$ cat src/pric_pkg.sv
// constants, carrier types and helpers for the prioritized interrupt controller
// assumes a 125 MHz core clock and a 32-bit APB register port with byte addresses
package pric_pkg;
    localparam int NFLAG = 48;
    localparam int NSRC = 44;
    localparam int NTRAP = 4;
    localparam int NPRIO = 11;
    localparam int STK_DEPTH = 16;
    localparam int TIMED_DISABLE_W = 14;
    // register byte offsets
    localparam logic [7:0] OFS_FLAG0 = 8'h00;
    localparam logic [7:0] OFS_EN0 = 8'h0c;
    localparam logic [7:0] OFS_PRIO0 = 8'h18;
    localparam logic [7:0] OFS_GCR1 = 8'h44;
    localparam logic [7:0] OFS_GCR2 = 8'h48;
    localparam logic [7:0] OFS_CORE = 8'h4c;
    localparam logic [7:0] OFS_STAT = 8'h50;
    // field positions
    localparam int GCR1_NEST_BIT = 15;
    localparam int GCR2_ALT_BIT = 15;
    localparam int GCR2_TIMED_DISABLE_BIT = 14;
    localparam int CORE_IPL3_BIT = 3;
    localparam int STAT_IPL_LSB = 5;
    localparam int ADDR_ERR_TRAP = 2;
    localparam logic [15:0] PRIO_MASK = 16'h7777;
    localparam logic [15:0] RST_WORD = 16'h0000;
    localparam logic [3:0] RST_LEVEL = 4'h0;
    // vector space
    localparam logic [23:0] IVT_BASE = 24'h000004;
    localparam logic [23:0] ALTERNATE_VECTOR_TABLE_BASE = 24'h000082;
    localparam logic [23:0] VEC_LAST = 24'h0000fe;
    localparam logic [5:0] TRAP_VEC0 = 6'h01;
    localparam logic [5:0] IRQ_VEC0 = 6'h08;
    localparam logic [3:0] TRAP_LVL0 = 4'hb;
    localparam logic [3:0] TIMED_DISABLE_CEIL = 4'h6;

    typedef struct packed {
        logic req;
        logic [3:0] level;
        logic [5:0] vecnum;
    } pric_irq_t;

    typedef struct packed {
        logic valid;
        logic [23:0] addr;
    } pric_fetch_t;

    typedef enum logic [1:0] {
        ST_IDLE = 2'b01,
        ST_FETCH = 2'b10
    } pric_state_t;

    function automatic logic in_vec_space(input logic [23:0] a);
        return (a >= IVT_BASE) && (a <= VEC_LAST);
    endfunction

    function automatic logic [23:0] vec_word(input logic [23:0] base, input logic [5:0] v);
        return base + {17'h00000, v, 1'b0};
    endfunction
endpackage

$ cat src/pric_arbiter.sv
// combinational pick of the winning peripheral source
// assumes flat 3-bit priorities per source and a 4-bit threshold from the caller
`timescale 1ns/1ps
`default_nettype none
module pric_arbiter import pric_pkg::*; #(
    parameter int N = NSRC
) (
    input wire logic [N-1:0] pend,
    input wire logic [3*N-1:0] prio,
    input wire logic [3:0] thresh,
    output logic hit,
    output logic [2:0] lvl,
    output logic [5:0] idx
);
    always_comb begin
        hit = 1'b0;
        lvl = 3'h0;
        idx = 6'h00;
        // walk downward so an equal level at a lower number takes over
        for (int i = N - 1; i >= 0; i--) begin
            if (pend[i] && prio[3*i +: 3] != 3'h0 &&
                {1'b0, prio[3*i +: 3]} > thresh && prio[3*i +: 3] >= lvl) begin
                hit = 1'b1;
                lvl = prio[3*i +: 3];
                idx = 6'(i);
            end
        end
    end
endmodule
`default_nettype wire

$ cat src/pric_vec_guard.sv
// flags any normal fetch or jump that lands in vector space
// assumes fetch and jump requests from the core are one-cycle valid strobes
`timescale 1ns/1ps
`default_nettype none
module pric_vec_guard import pric_pkg::*; (
    input wire logic clk,
    input wire logic rst_n,
    input wire pric_fetch_t fetch,
    input wire pric_fetch_t jump,
    output logic addr_err_r
);
    always_ff @(posedge clk or negedge rst_n) begin
        if (!rst_n) begin
            addr_err_r <= 1'b0;
        end else begin
            addr_err_r <= (fetch.valid && in_vec_space(fetch.addr)) ||
                          (jump.valid && in_vec_space(jump.addr));
        end
    end
endmodule
`default_nettype wire

$ cat src/pric_top.sv
// prioritized interrupt controller: flags, enables, priorities, nesting, vectoring
// assumes an APB master, a core that acknowledges requests and fetches from program memory
// Notes on behaviour
// - arbitrate up to 44 peripheral sources and 4 traps by priority.
// - vector word from program memory loads the 24-bit counter path.
// - both vector tables sit in low program memory from word 0x000004.
// - request flags set by sources, cleared only by software writes.
// - each source has its own enable bit in three enable registers.
// - priorities of all sources kept centrally in eleven priority registers.
// - CPU level is 4 bits, top bit in core control, rest in status.
// - first global register holds trap flags; second holds edge and table select.
// - a flag sets on its event regardless of the enable bit.
// - priority levels one to seven, seven highest.
// - priority zero never serviced, same as disabled.
// - nesting disable blocks new source interrupts, not traps, while one is in service.
// - CPU level ignores writes while nesting disable is one.
// - trigger options live in peripherals, not here.
// - timed disable blocks levels six and below, second global register bit 14 set meanwhile.
// - service loads the counter from that source's entry of 63 vectors.
// - vectors occupy words 0x000004 to 0x0000FE, 24-bit targets.
// - normal fetch from vector words raises an address error trap.
// - jump into vector space raises an address error trap.
// - equal priorities resolve to the lowest source number.
// - traps take fixed levels eleven to fourteen.
//
// The implementer's own choices: the placing of the registers and register access over APB.
`timescale 1ns/1ps
`default_nettype none
module pric_top import pric_pkg::*; #(
    parameter int DEPTH = STK_DEPTH
) (
    input wire logic CLOCK,
    input wire logic RSTN,
    input wire logic PSEL,
    input wire logic PENABLE,
    input wire logic PWRITE,
    input wire logic [7:0] PADDR,
    input wire logic [31:0] PWDATA,
    output logic [31:0] PRDATA,
    output logic PREADY,
    output logic PSLVERR,
    input wire logic [NFLAG-1:0] SRC_EVENT,
    input wire logic [NTRAP-1:0] TRAP_EVENT,
    output pric_irq_t IRQ,
    input wire logic IRQ_ACK,
    input wire logic IRQ_RETURN,
    output pric_fetch_t VEC_FETCH,
    input wire logic PMEM_VALID,
    input wire logic [23:0] PMEM_DATA,
    output pric_fetch_t PC_LOAD,
    input wire pric_fetch_t FETCH,
    input wire pric_fetch_t JUMP,
    input wire logic TIMED_DISABLE_START,
    input wire logic [TIMED_DISABLE_W-1:0] TIMED_DISABLE_COUNT,
    input wire logic INSN_DONE,
    output logic [3:0] CPU_LEVEL,
    output logic [2:0] EXT_EDGE_SEL,
    output logic ADDR_ERROR
);
    logic [NFLAG-1:0] flag_r;
    logic [NFLAG-1:0] flag_nxt;
    logic [NFLAG-1:0] en_r;
    logic [15:0] prio_r [NPRIO];
    logic [NTRAP-1:0] trap_r;
    logic nest_dis_r;
    logic alt_r;
    logic [2:0] edge_r;
    logic [3:0] ipl_r;
    logic [TIMED_DISABLE_W-1:0] timed_disable_r;
    logic [3:0] stk_r [DEPTH];
    logic [4:0] depth_r;
    pric_state_t state_r;
    pric_irq_t irq_r;
    pric_fetch_t vfetch_r;
    pric_fetch_t pcload_r;
    logic [31:0] prdata_r;
    logic pready_r;
    logic pslverr_r;
    logic addr_err;
    logic wr_en;
    logic rd_phase;
    logic [31:0] rdata;
    logic rhit;
    logic [3*NSRC-1:0] prio_flat;
    logic [3:0] thresh;
    logic hit;
    logic [2:0] hit_lvl;
    logic [5:0] hit_idx;
    logic trap_hit;
    logic [1:0] trap_idx;
    logic [3:0] trap_lvl;
    logic [3:0] idx_w;

    // enable register number 0..2 from its byte address, kept to two bits
    function automatic logic [1:0] en_slot(input logic [7:0] a);
        return 2'(a[3:2] - 2'd3);
    endfunction

    assign rd_phase = PSEL && PENABLE && !pready_r;
    assign wr_en = PSEL && PENABLE && pready_r && PWRITE;

    // apb: one wait state, data and error registered with pready
    always_ff @(posedge CLOCK or negedge RSTN) begin
        if (!RSTN) begin
            pready_r <= 1'b0;
            prdata_r <= 32'h00000000;
            pslverr_r <= 1'b0;
        end else begin
            pready_r <= rd_phase;
            prdata_r <= (rd_phase && !PWRITE && rhit) ? rdata : 32'h00000000;
            pslverr_r <= rd_phase && !rhit;
        end
    end

    // read mux and address decode
    always_comb begin
        rdata = 32'h00000000;
        rhit = 1'b1;
        idx_w = 4'((PADDR - OFS_PRIO0) >> 2);
        if (PADDR >= OFS_FLAG0 && PADDR < OFS_EN0 && PADDR[1:0] == 2'b00) begin
            rdata[15:0] = flag_r[16*PADDR[3:2] +: 16];
        end else if (PADDR >= OFS_EN0 && PADDR < OFS_PRIO0 && PADDR[1:0] == 2'b00) begin
            rdata[15:0] = en_r[16*en_slot(PADDR) +: 16];
        end else if (PADDR >= OFS_PRIO0 && PADDR < OFS_GCR1 && PADDR[1:0] == 2'b00) begin
            rdata[15:0] = prio_r[idx_w];
        end else if (PADDR == OFS_GCR1) begin
            rdata[GCR1_NEST_BIT] = nest_dis_r;
            rdata[NTRAP-1:0] = trap_r;
        end else if (PADDR == OFS_GCR2) begin
            rdata[GCR2_ALT_BIT] = alt_r;
            rdata[GCR2_TIMED_DISABLE_BIT] = timed_disable_r != '0;
            rdata[2:0] = edge_r;
        end else if (PADDR == OFS_CORE) begin
            rdata[CORE_IPL3_BIT] = ipl_r[3];
        end else if (PADDR == OFS_STAT) begin
            rdata[STAT_IPL_LSB +: 3] = ipl_r[2:0];
        end else begin
            rhit = 1'b0;
        end
    end

    // request flags: events set, software writes of zero clear, set wins
    always_comb begin
        flag_nxt = flag_r;
        if (wr_en && PADDR >= OFS_FLAG0 && PADDR < OFS_EN0 && PADDR[1:0] == 2'b00) begin
            flag_nxt[16*PADDR[3:2] +: 16] = flag_r[16*PADDR[3:2] +: 16] & PWDATA[15:0];
        end
        flag_nxt = flag_nxt | SRC_EVENT;
    end

    always_ff @(posedge CLOCK or negedge RSTN) begin
        if (!RSTN) begin
            flag_r <= '0;
        end else begin
            flag_r <= flag_nxt;
        end
    end

    // enables and priorities
    always_ff @(posedge CLOCK or negedge RSTN) begin
        if (!RSTN) begin
            en_r <= '0;
            for (int i = 0; i < NPRIO; i++) begin
                prio_r[i] <= RST_WORD;
            end
        end else if (wr_en && PADDR[1:0] == 2'b00) begin
            if (PADDR >= OFS_EN0 && PADDR < OFS_PRIO0) begin
                en_r[16*en_slot(PADDR) +: 16] <= PWDATA[15:0];
            end else if (PADDR >= OFS_PRIO0 && PADDR < OFS_GCR1) begin
                prio_r[idx_w] <= PWDATA[15:0] & PRIO_MASK;
            end
        end
    end

    // global controls and trap flags
    always_ff @(posedge CLOCK or negedge RSTN) begin
        if (!RSTN) begin
            nest_dis_r <= 1'b0;
            trap_r <= '0;
            alt_r <= 1'b0;
            edge_r <= 3'h0;
        end else begin
            if (wr_en && PADDR == OFS_GCR1) begin
                nest_dis_r <= PWDATA[GCR1_NEST_BIT];
                trap_r <= (trap_r & PWDATA[NTRAP-1:0]) | TRAP_EVENT;
            end else begin
                trap_r <= trap_r | TRAP_EVENT;
            end
            if (addr_err) begin
                trap_r[ADDR_ERR_TRAP] <= 1'b1;
            end
            if (wr_en && PADDR == OFS_GCR2) begin
                alt_r <= PWDATA[GCR2_ALT_BIT];
                edge_r <= PWDATA[2:0];
            end
        end
    end

    // timed disable counter, retired instructions count it down
    always_ff @(posedge CLOCK or negedge RSTN) begin
        if (!RSTN) begin
            timed_disable_r <= '0;
        end else if (TIMED_DISABLE_START) begin
            timed_disable_r <= TIMED_DISABLE_COUNT;
        end else if (INSN_DONE && timed_disable_r != '0) begin
            timed_disable_r <= timed_disable_r - 1'b1;
        end
    end

    // arbitration inputs
    always_comb begin
        prio_flat = '0;
        for (int i = 0; i < NSRC; i++) begin
            prio_flat[3*i +: 3] = prio_r[i/4][4*(i%4) +: 3];
        end
        thresh = ipl_r;
        if (timed_disable_r != '0 && ipl_r < TIMED_DISABLE_CEIL) begin
            thresh = TIMED_DISABLE_CEIL;
        end
        trap_hit = 1'b0;
        trap_idx = 2'd0;
        for (int i = 0; i < NTRAP; i++) begin
            if (trap_r[i]) begin
                trap_hit = 1'b1;
                trap_idx = 2'(i);
            end
        end
        trap_lvl = TRAP_LVL0 + {2'b00, trap_idx};
    end

    pric_arbiter #(
        .N(NSRC)
    ) pric_arbiter_i (
        .pend(flag_r[NSRC-1:0] & en_r[NSRC-1:0]),
        .prio(prio_flat),
        .thresh(thresh),
        .hit(hit),
        .lvl(hit_lvl),
        .idx(hit_idx)
    );

    pric_vec_guard pric_vec_guard_i (
        .clk(CLOCK),
        .rst_n(RSTN),
        .fetch(FETCH),
        .jump(JUMP),
        .addr_err_r(addr_err)
    );

    // request to the core, traps outrank every maskable level
    always_ff @(posedge CLOCK or negedge RSTN) begin
        if (!RSTN) begin
            irq_r <= '0;
        end else if (state_r != ST_IDLE || (IRQ_ACK && irq_r.req)) begin
            irq_r <= '0;
        end else if (trap_hit && trap_lvl > ipl_r) begin
            irq_r.req <= 1'b1;
            irq_r.level <= trap_lvl;
            irq_r.vecnum <= TRAP_VEC0 + {4'h0, trap_idx};
        end else if (hit && !(nest_dis_r && depth_r != 5'd0)) begin
            irq_r.req <= 1'b1;
            irq_r.level <= {1'b0, hit_lvl};
            irq_r.vecnum <= IRQ_VEC0 + hit_idx;
        end else begin
            irq_r <= '0;
        end
    end

    // service sequence: acknowledge, read vector word, load counter
    always_ff @(posedge CLOCK or negedge RSTN) begin
        if (!RSTN) begin
            state_r <= ST_IDLE;
            vfetch_r <= '0;
            pcload_r <= '0;
        end else begin
            pcload_r.valid <= 1'b0;
            case (state_r)
                ST_IDLE: begin
                    if (IRQ_ACK && irq_r.req) begin
                        vfetch_r.valid <= 1'b1;
                        vfetch_r.addr <= vec_word(alt_r ? ALTERNATE_VECTOR_TABLE_BASE : IVT_BASE,
                                                  irq_r.vecnum);
                        state_r <= ST_FETCH;
                    end
                end
                ST_FETCH: begin
                    if (PMEM_VALID) begin
                        vfetch_r.valid <= 1'b0;
                        pcload_r.valid <= 1'b1;
                        pcload_r.addr <= PMEM_DATA;
                        state_r <= ST_IDLE;
                    end
                end
                default: begin
                    state_r <= ST_IDLE;
                end
            endcase
        end
    end

    // cpu level with nesting stack; hardware updates outrank software writes
    always_ff @(posedge CLOCK or negedge RSTN) begin
        if (!RSTN) begin
            ipl_r <= RST_LEVEL;
            depth_r <= 5'd0;
            for (int i = 0; i < DEPTH; i++) begin
                stk_r[i] <= RST_LEVEL;
            end
        end else if (state_r == ST_IDLE && IRQ_ACK && irq_r.req) begin
            if (depth_r < 5'(DEPTH)) begin
                stk_r[depth_r[3:0]] <= ipl_r;
                depth_r <= depth_r + 5'd1;
            end
            ipl_r <= irq_r.level;
        end else if (IRQ_RETURN && depth_r != 5'd0) begin
            ipl_r <= stk_r[4'(depth_r - 5'd1)];
            depth_r <= depth_r - 5'd1;
        end else if (wr_en && !nest_dis_r) begin
            if (PADDR == OFS_CORE) begin
                ipl_r[3] <= PWDATA[CORE_IPL3_BIT];
            end else if (PADDR == OFS_STAT) begin
                ipl_r[2:0] <= PWDATA[STAT_IPL_LSB +: 3];
            end
        end
    end

    // outputs straight from flops
    always_ff @(posedge CLOCK or negedge RSTN) begin
        if (!RSTN) begin
            CPU_LEVEL <= RST_LEVEL;
            EXT_EDGE_SEL <= 3'h0;
            ADDR_ERROR <= 1'b0;
        end else begin
            CPU_LEVEL <= ipl_r;
            EXT_EDGE_SEL <= edge_r;
            ADDR_ERROR <= addr_err;
        end
    end

    assign PRDATA = prdata_r;
    assign PREADY = pready_r;
    assign PSLVERR = pslverr_r;
    assign IRQ = irq_r;
    assign VEC_FETCH = vfetch_r;
    assign PC_LOAD = pcload_r;
endmodule
`default_nettype wire

$ cat config.mk
export PLATFORM = sky130hd
export DESIGN_NAME = pric_top
export DESIGN_NICKNAME = d
export VERILOG_FILES = /design/src/pric_pkg.sv /design/src/pric_arbiter.sv /design/src/pric_vec_guard.sv /design/src/pric_top.sv
export SDC_FILE = /design/constraint.sdc
export NUM_CORES = 1
export LEC_CHECK = 0
export BUFFER_PORTS_ARGS = -buffer_cell sky130_fd_sc_hd__buf_2
export CORE_UTILIZATION = 60
export DETAILED_ROUTE_END_ITERATION = 12
export HOLD_SLACK_MARGIN = 0.02
export PLACE_DENSITY = 0.81
export SYNTH_ARGS = -nofsm -noshare
export SYNTH_HDL_FRONTEND = slang
export SYNTH_HIERARCHICAL = 1
export SYNTH_SLANG_ARGS = --single-unit
$ cat constraint.sdc
create_clock -name CLOCK -period 95.7 [get_ports CLOCK]
set_clock_uncertainty 0.2 [all_clocks]
set_input_delay 4.785 -clock CLOCK [delete_from_list [all_inputs] [get_ports CLOCK]]
set_output_delay 4.785 -clock CLOCK [all_outputs]
set_load 0.005 [all_outputs]
==> results.md <==
STA:
- For this run, the top clock speed supported by timing is ~15 MHz.
- The max-slew violation count is 0.
- Setup violations remaining at the end of the flow were counted as 0.
- The worst pin sits at a relative slew slack of approximately 14%.
- The worst hold slack across all endpoints is between 0.2 and 0.25 ns.
- The worst path uses between 70 and 80% of the clock period.
- For the pin with the worst max-slew slack, the measured transition is 1.290 ns.
- Setup repair after global routing left no endpoint under its margin.
- The minimum setup slack in the final design is about 27 ns.
- The hold violation total from the final report is 0.
- The worst path in the final design needs a cycle of 68.78 ns, including I/O delays and setup.
- The sum of negative setup slack is 0 ns.

Placed design:
- Once detailed placement completed, the half-perimeter wirelength came to 73190 um.
- In this run the tool buffered the top-level ports with between 200 and 250 buffer cells.
- The final RePlAce weighted congestion is about 1.0.
- Before CTS, the worst setup slack after placement is 28.35 ns.
- The cell area after placement is a little over 30000 sq um.
- In this run, placement finished with an instance count of 3888.

Synthesis:
- The average footprint of a synthesized cell is 9.405 sq um.
- The fraction of the yosys area taken by sequential cells is between 30 and 40%.
- Counting flops with a built-in enable in the synthesized netlist gives 0.
- In this run, synthesis produced a sequential element count of roughly 400.
- Among all flip-flop cells after synthesis, the most frequent one is sky130_fd_sc_hd__dfrtp_1.
- Summing every instance area after synthesis gives between 20000 and 30000 sq um.
- Counting every instance in the synthesized netlist gives between 3000 and 4000.
- After synthesis, the share of flip-flops with an asynchronous set or reset is between 90% and 100%.
- For this run, the number of Yosys warnings is 6.
- The number of library cell types mapped by synthesis is around 130.

Power and ir drop:
- The total internal power is about 360 uW.
- The analysis attributes to net switching a power of around 190 uW.
- The clock share of power is 32.2%.
- The power per cell area is ~17 nW/um^2.
- The power share of the sequential group is between 30 and 40%.
- The analysis attributes to cell leakage a power of ~15 nW.
- The net switching share of the total power is 34.17%.
- Across the VDD grid, the largest voltage drop is about 16 uV.
- The proportion of power drawn by combinational gates is roughly 30%.

Clock tree:
- The clock tree from TritonCTS is yes.
- The number of levels the H-tree was split into is 2.
- The tree is rooted in a sky130_fd_sc_hd__clkbuf_16.
- The number of hold buffers added after CTS is 0.
- Buffers inserted during clock tree synthesis total 44.
- The clock reaches the later pin of the worst-skew pair after ~0.6 ns.
- The clock passes through at most 3 buffers.
- The number of instances resized during post-cts repair is 0.
- The post-CTS setup buffer count is 0.
- The clock net in this run drives a total of roughly 400 sinks.
- The clock-pin slew on the worst setup and hold paths is approximately 0.06 ns.

Worst hold path:
- The min-delay analysis places its worst path in the category reg -> reg.

Floorplanning:
- For this design the top-level I/O count stands at between 200 and 300.
- The initial utilization of the core area, before any placement, comes to around three fifths.
- The area of the die is ~50000 sq um.
- The core region is 48050 sq um.
- The number of core rows is 80.
- In this run the vertical extent of the chip is about 220 um.
- The die width is 223.2 um.

Routing:
- Using the TritonRoute via totals, the vias-per-cell ratio works out to between 6 and 7.
- The post-route DRC violation count is 0.
- The detailed router placed 26650 vias in this run.
- After detailed routing, the average wire length per cell comes to ~25 um.
- The detailed router's first-iteration violation count is approximately 2600.
- The total wire length is between 90000 and 100000 um.
- The detailed-routing iteration count for the pre-antenna-repair pass is 7.
- The number of nets still failing antenna checks after routing is 0.

Finish:
- The most frequent standard cell in the layout excluding fill and tap cells is sky130_fd_sc_hd__nand2_1.
- The fraction of layout instances using a drive strength above 1 is 20.70%.
- In the final design database the tool counted approximately 3700 nets.
- The library cells used most frequently in the layout, excluding fill and tap cells, are sky130_fd_sc_hd__nand2_1 (417), sky130_fd_sc_hd__dfrtp_1 (397), sky130_fd_sc_hd__buf_2 (242), sky130_fd_sc_hd__ha_1 (232), sky130_fd_sc_hd__mux2_2 (214).
- After routing the design area is around 32000 sq um.
- The total of fill cells in the finished design is 3753.
- The area growth from synthesis to layout is 10.64%.
- Excluding fillers, the count of instances in the completed layout stands at a little under 4000.

Setup path:
- The top fanout value on the critical path is 19.
- The category of the critical setup timing path is reg -> reg.
- The category of the worst setup path capture point is a flip-flop.
- The launching element type of the critical path is a flip-flop.
- The worst setup slack for register-to-register paths is 26.92 ns.
- The cell with the largest stage delay on the worst path is sky130_fd_sc_hd__or4_1.
- At the worst endpoint, the required time is 95.95 ns.
- On the worst path, the slowest cell contributes a delay of 0.70 ns.
- STA puts the critical path data arrival time at approximately 69 ns.
- In this design, the critical path's most frequently occurring cell is sky130_fd_sc_hd__ha_1.

Global route:
- The pin count of the biggest net entering global routing is ~120.
- The number of global-route vias before repair is roughly 26000.
- The global-route wire length before repair is around 150000 um.
- The number of antenna violations at the first check in global routing is 5.
- The remaining global-route overflow is 0.
- The total track usage is between 30% and 40%.

Flow run:
- The number of violations of the max-capacitance limit is 0.

Status:
- The flow ran to the end, and the final reports show no timing, DRC or antenna violations.
-- path summary, 6_finish.rpt --
check | start | end | cells after the start
worst max register to register | timed_disable_r[6]$_DFFE_PN0P_ | IRQ[5]$_DFF_PN0_ | 297
worst min-delay path | pric_vec_guard_i/addr_err_r$_DFF_PN0_ | ADDR_ERROR$_DFF_PN0_ | 0
max in group asynchronous | RSTN | en_r[10]$_DFFE_PN0P_ | 3
worst max-delay path | timed_disable_r[6]$_DFFE_PN0P_ | IRQ[5]$_DFF_PN0_ | 297
min in group asynchronous | RSTN | PRDATA[7]$_DFF_PN0_ | 1
worst min register to register | pric_vec_guard_i/addr_err_r$_DFF_PN0_ | ADDR_ERROR$_DFF_PN0_ | 0
-- cells in the mapped netlist, types with 19 or more instances --
library cell,count,area [sq um]
sky130_fd_sc_hd__a21o_1,45,337.8
sky130_fd_sc_hd__a221o_1,38,380.4
sky130_fd_sc_hd__a21oi_1,124,620.6
sky130_fd_sc_hd__nand2b_1,56,350.3
sky130_fd_sc_hd__ha_1,232,2903
sky130_fd_sc_hd__and2_1,92,575.6
sky130_fd_sc_hd__o21ai_0,188,940.9
sky130_fd_sc_hd__mux4_2,40,900.9
sky130_fd_sc_hd__mux2i_1,49,490.5
sky130_fd_sc_hd__o31ai_1,22,165.2
sky130_fd_sc_hd__mux2_2,214,2410
sky130_fd_sc_hd__a311oi_1,23,201.4
sky130_fd_sc_hd__clkbuf_1,77,289.0
sky130_fd_sc_hd__buf_2,27,135.1
sky130_fd_sc_hd__nor2b_1,43,269.0
sky130_fd_sc_hd__dfrtp_1,397,9935
sky130_fd_sc_hd__nand4_1,20,125.1
sky130_fd_sc_hd__buf_4,35,262.8
sky130_fd_sc_hd__or3_1,21,131.4
sky130_fd_sc_hd__nand3_1,98,490.5
sky130_fd_sc_hd__nand2_1,417,1565
sky130_fd_sc_hd__o21a_1,43,322.8
sky130_fd_sc_hd__a31oi_1,31,193.9
sky130_fd_sc_hd__nor3_1,64,320.3
sky130_fd_sc_hd__inv_1,152,570.6
sky130_fd_sc_hd__nor2_1,131,491.7
sky130_fd_sc_hd__o211ai_1,26,195.2
sky130_fd_sc_hd__and3_1,22,137.6
sky130_fd_sc_hd__o311ai_0,19,166.4
-- cells by family after synthesis --
kind of cell             after synthesis  share of synthesized area (%)
flip-flops                           398                          33.92
other                                  1                        0.01277
AO/OA/AOI/OAI                        782                          19.39
multiplexers                         309                          13.28
buffers and inverters                306                          4.508
XOR/XNOR                              28                         0.8352
adder cells (fa/ha/maj)              243                          10.29
AND/OR/NAND/NOR                     1055                          17.76
-- layout make-up --
| cell class | instances | area [sq um] | area share [%] |
|---|---|---|---|
| Multi-Input combinational cell | 2449 | 18230 | 56.10 |
| Sequential cell | 398 | 9961 | 30.66 |
| Timing Repair Buffer | 271 | 1436 | 4.422 |
| Clock buffer | 64 | 1318 | 4.056 |
| Tap cell | 615 | 769.5 | 2.369 |
| Inverter | 155 | 583.1 | 1.795 |
| Clock inverter | 15 | 188.9 | 0.5816 |
| Antenna cell | 2 | 5.005 | 0.01541 |
-- routing by layer --
| layer | routed length [um] | GRT usage [%] | vias to the layer above |
|---|---|---|---|
| li1 | - | - | 11880 |
| met1 | 38330 | 49.97 | 12960 |
| met2 | 44440 | 61.36 | 1464 |
| met3 | 10830 | 12.04 | 339 |
| met4 | 5225 | 19.02 | 4 |
| met5 | 23 | 0 | - |
-- power groups by stage --
stage / clock, mW / combinational (mW) / sequential (mW)
floorplan: 0 / 0.110 / 0.202
global placement: 0 / 0.154 / 0.208
detailed placement: 0 / 0.164 / 0.210
CTS: 0.179 / 0.165 / 0.207
global route: 0.186 / 0.182 / 0.210
finish: 0.178 / 0.166 / 0.208
-- critical path: cells and delay by family, from the launching register on --
kind / cells / cell delay, ns
adder cells (fa/ha/maj): 55 / 15.62
flip-flops: 1 / 0.43
XOR/XNOR: 1 / 0.19
AND/OR/NAND/NOR: 108 / 18.97
AO/OA/AOI/OAI: 101 / 23.58
buffers and inverters: 10 / 1.13
multiplexers: 22 / 8.44
-- flip-flops by register name, summed over array words and instances (netlist names), 11 cells and up --
name / count
IRQ: 11
PC_LOAD: 25
PRDATA: 16
en_r: 48
flag_r: 48
prio_flat: 132
stk_r: 64
timed_disable_r: 14
-- metrics by stage --
step           total power, mW  utilization, %
2_1_floorplan           0.3119               -
3_3_place_gp            0.3620           64.47
3_5_place_dp            0.3739           64.47
4_1_cts                 0.5510           67.60
5_1_grt                 0.5783           67.60
6_report                0.5520           67.61
Power figures use the tool's default switching activity.
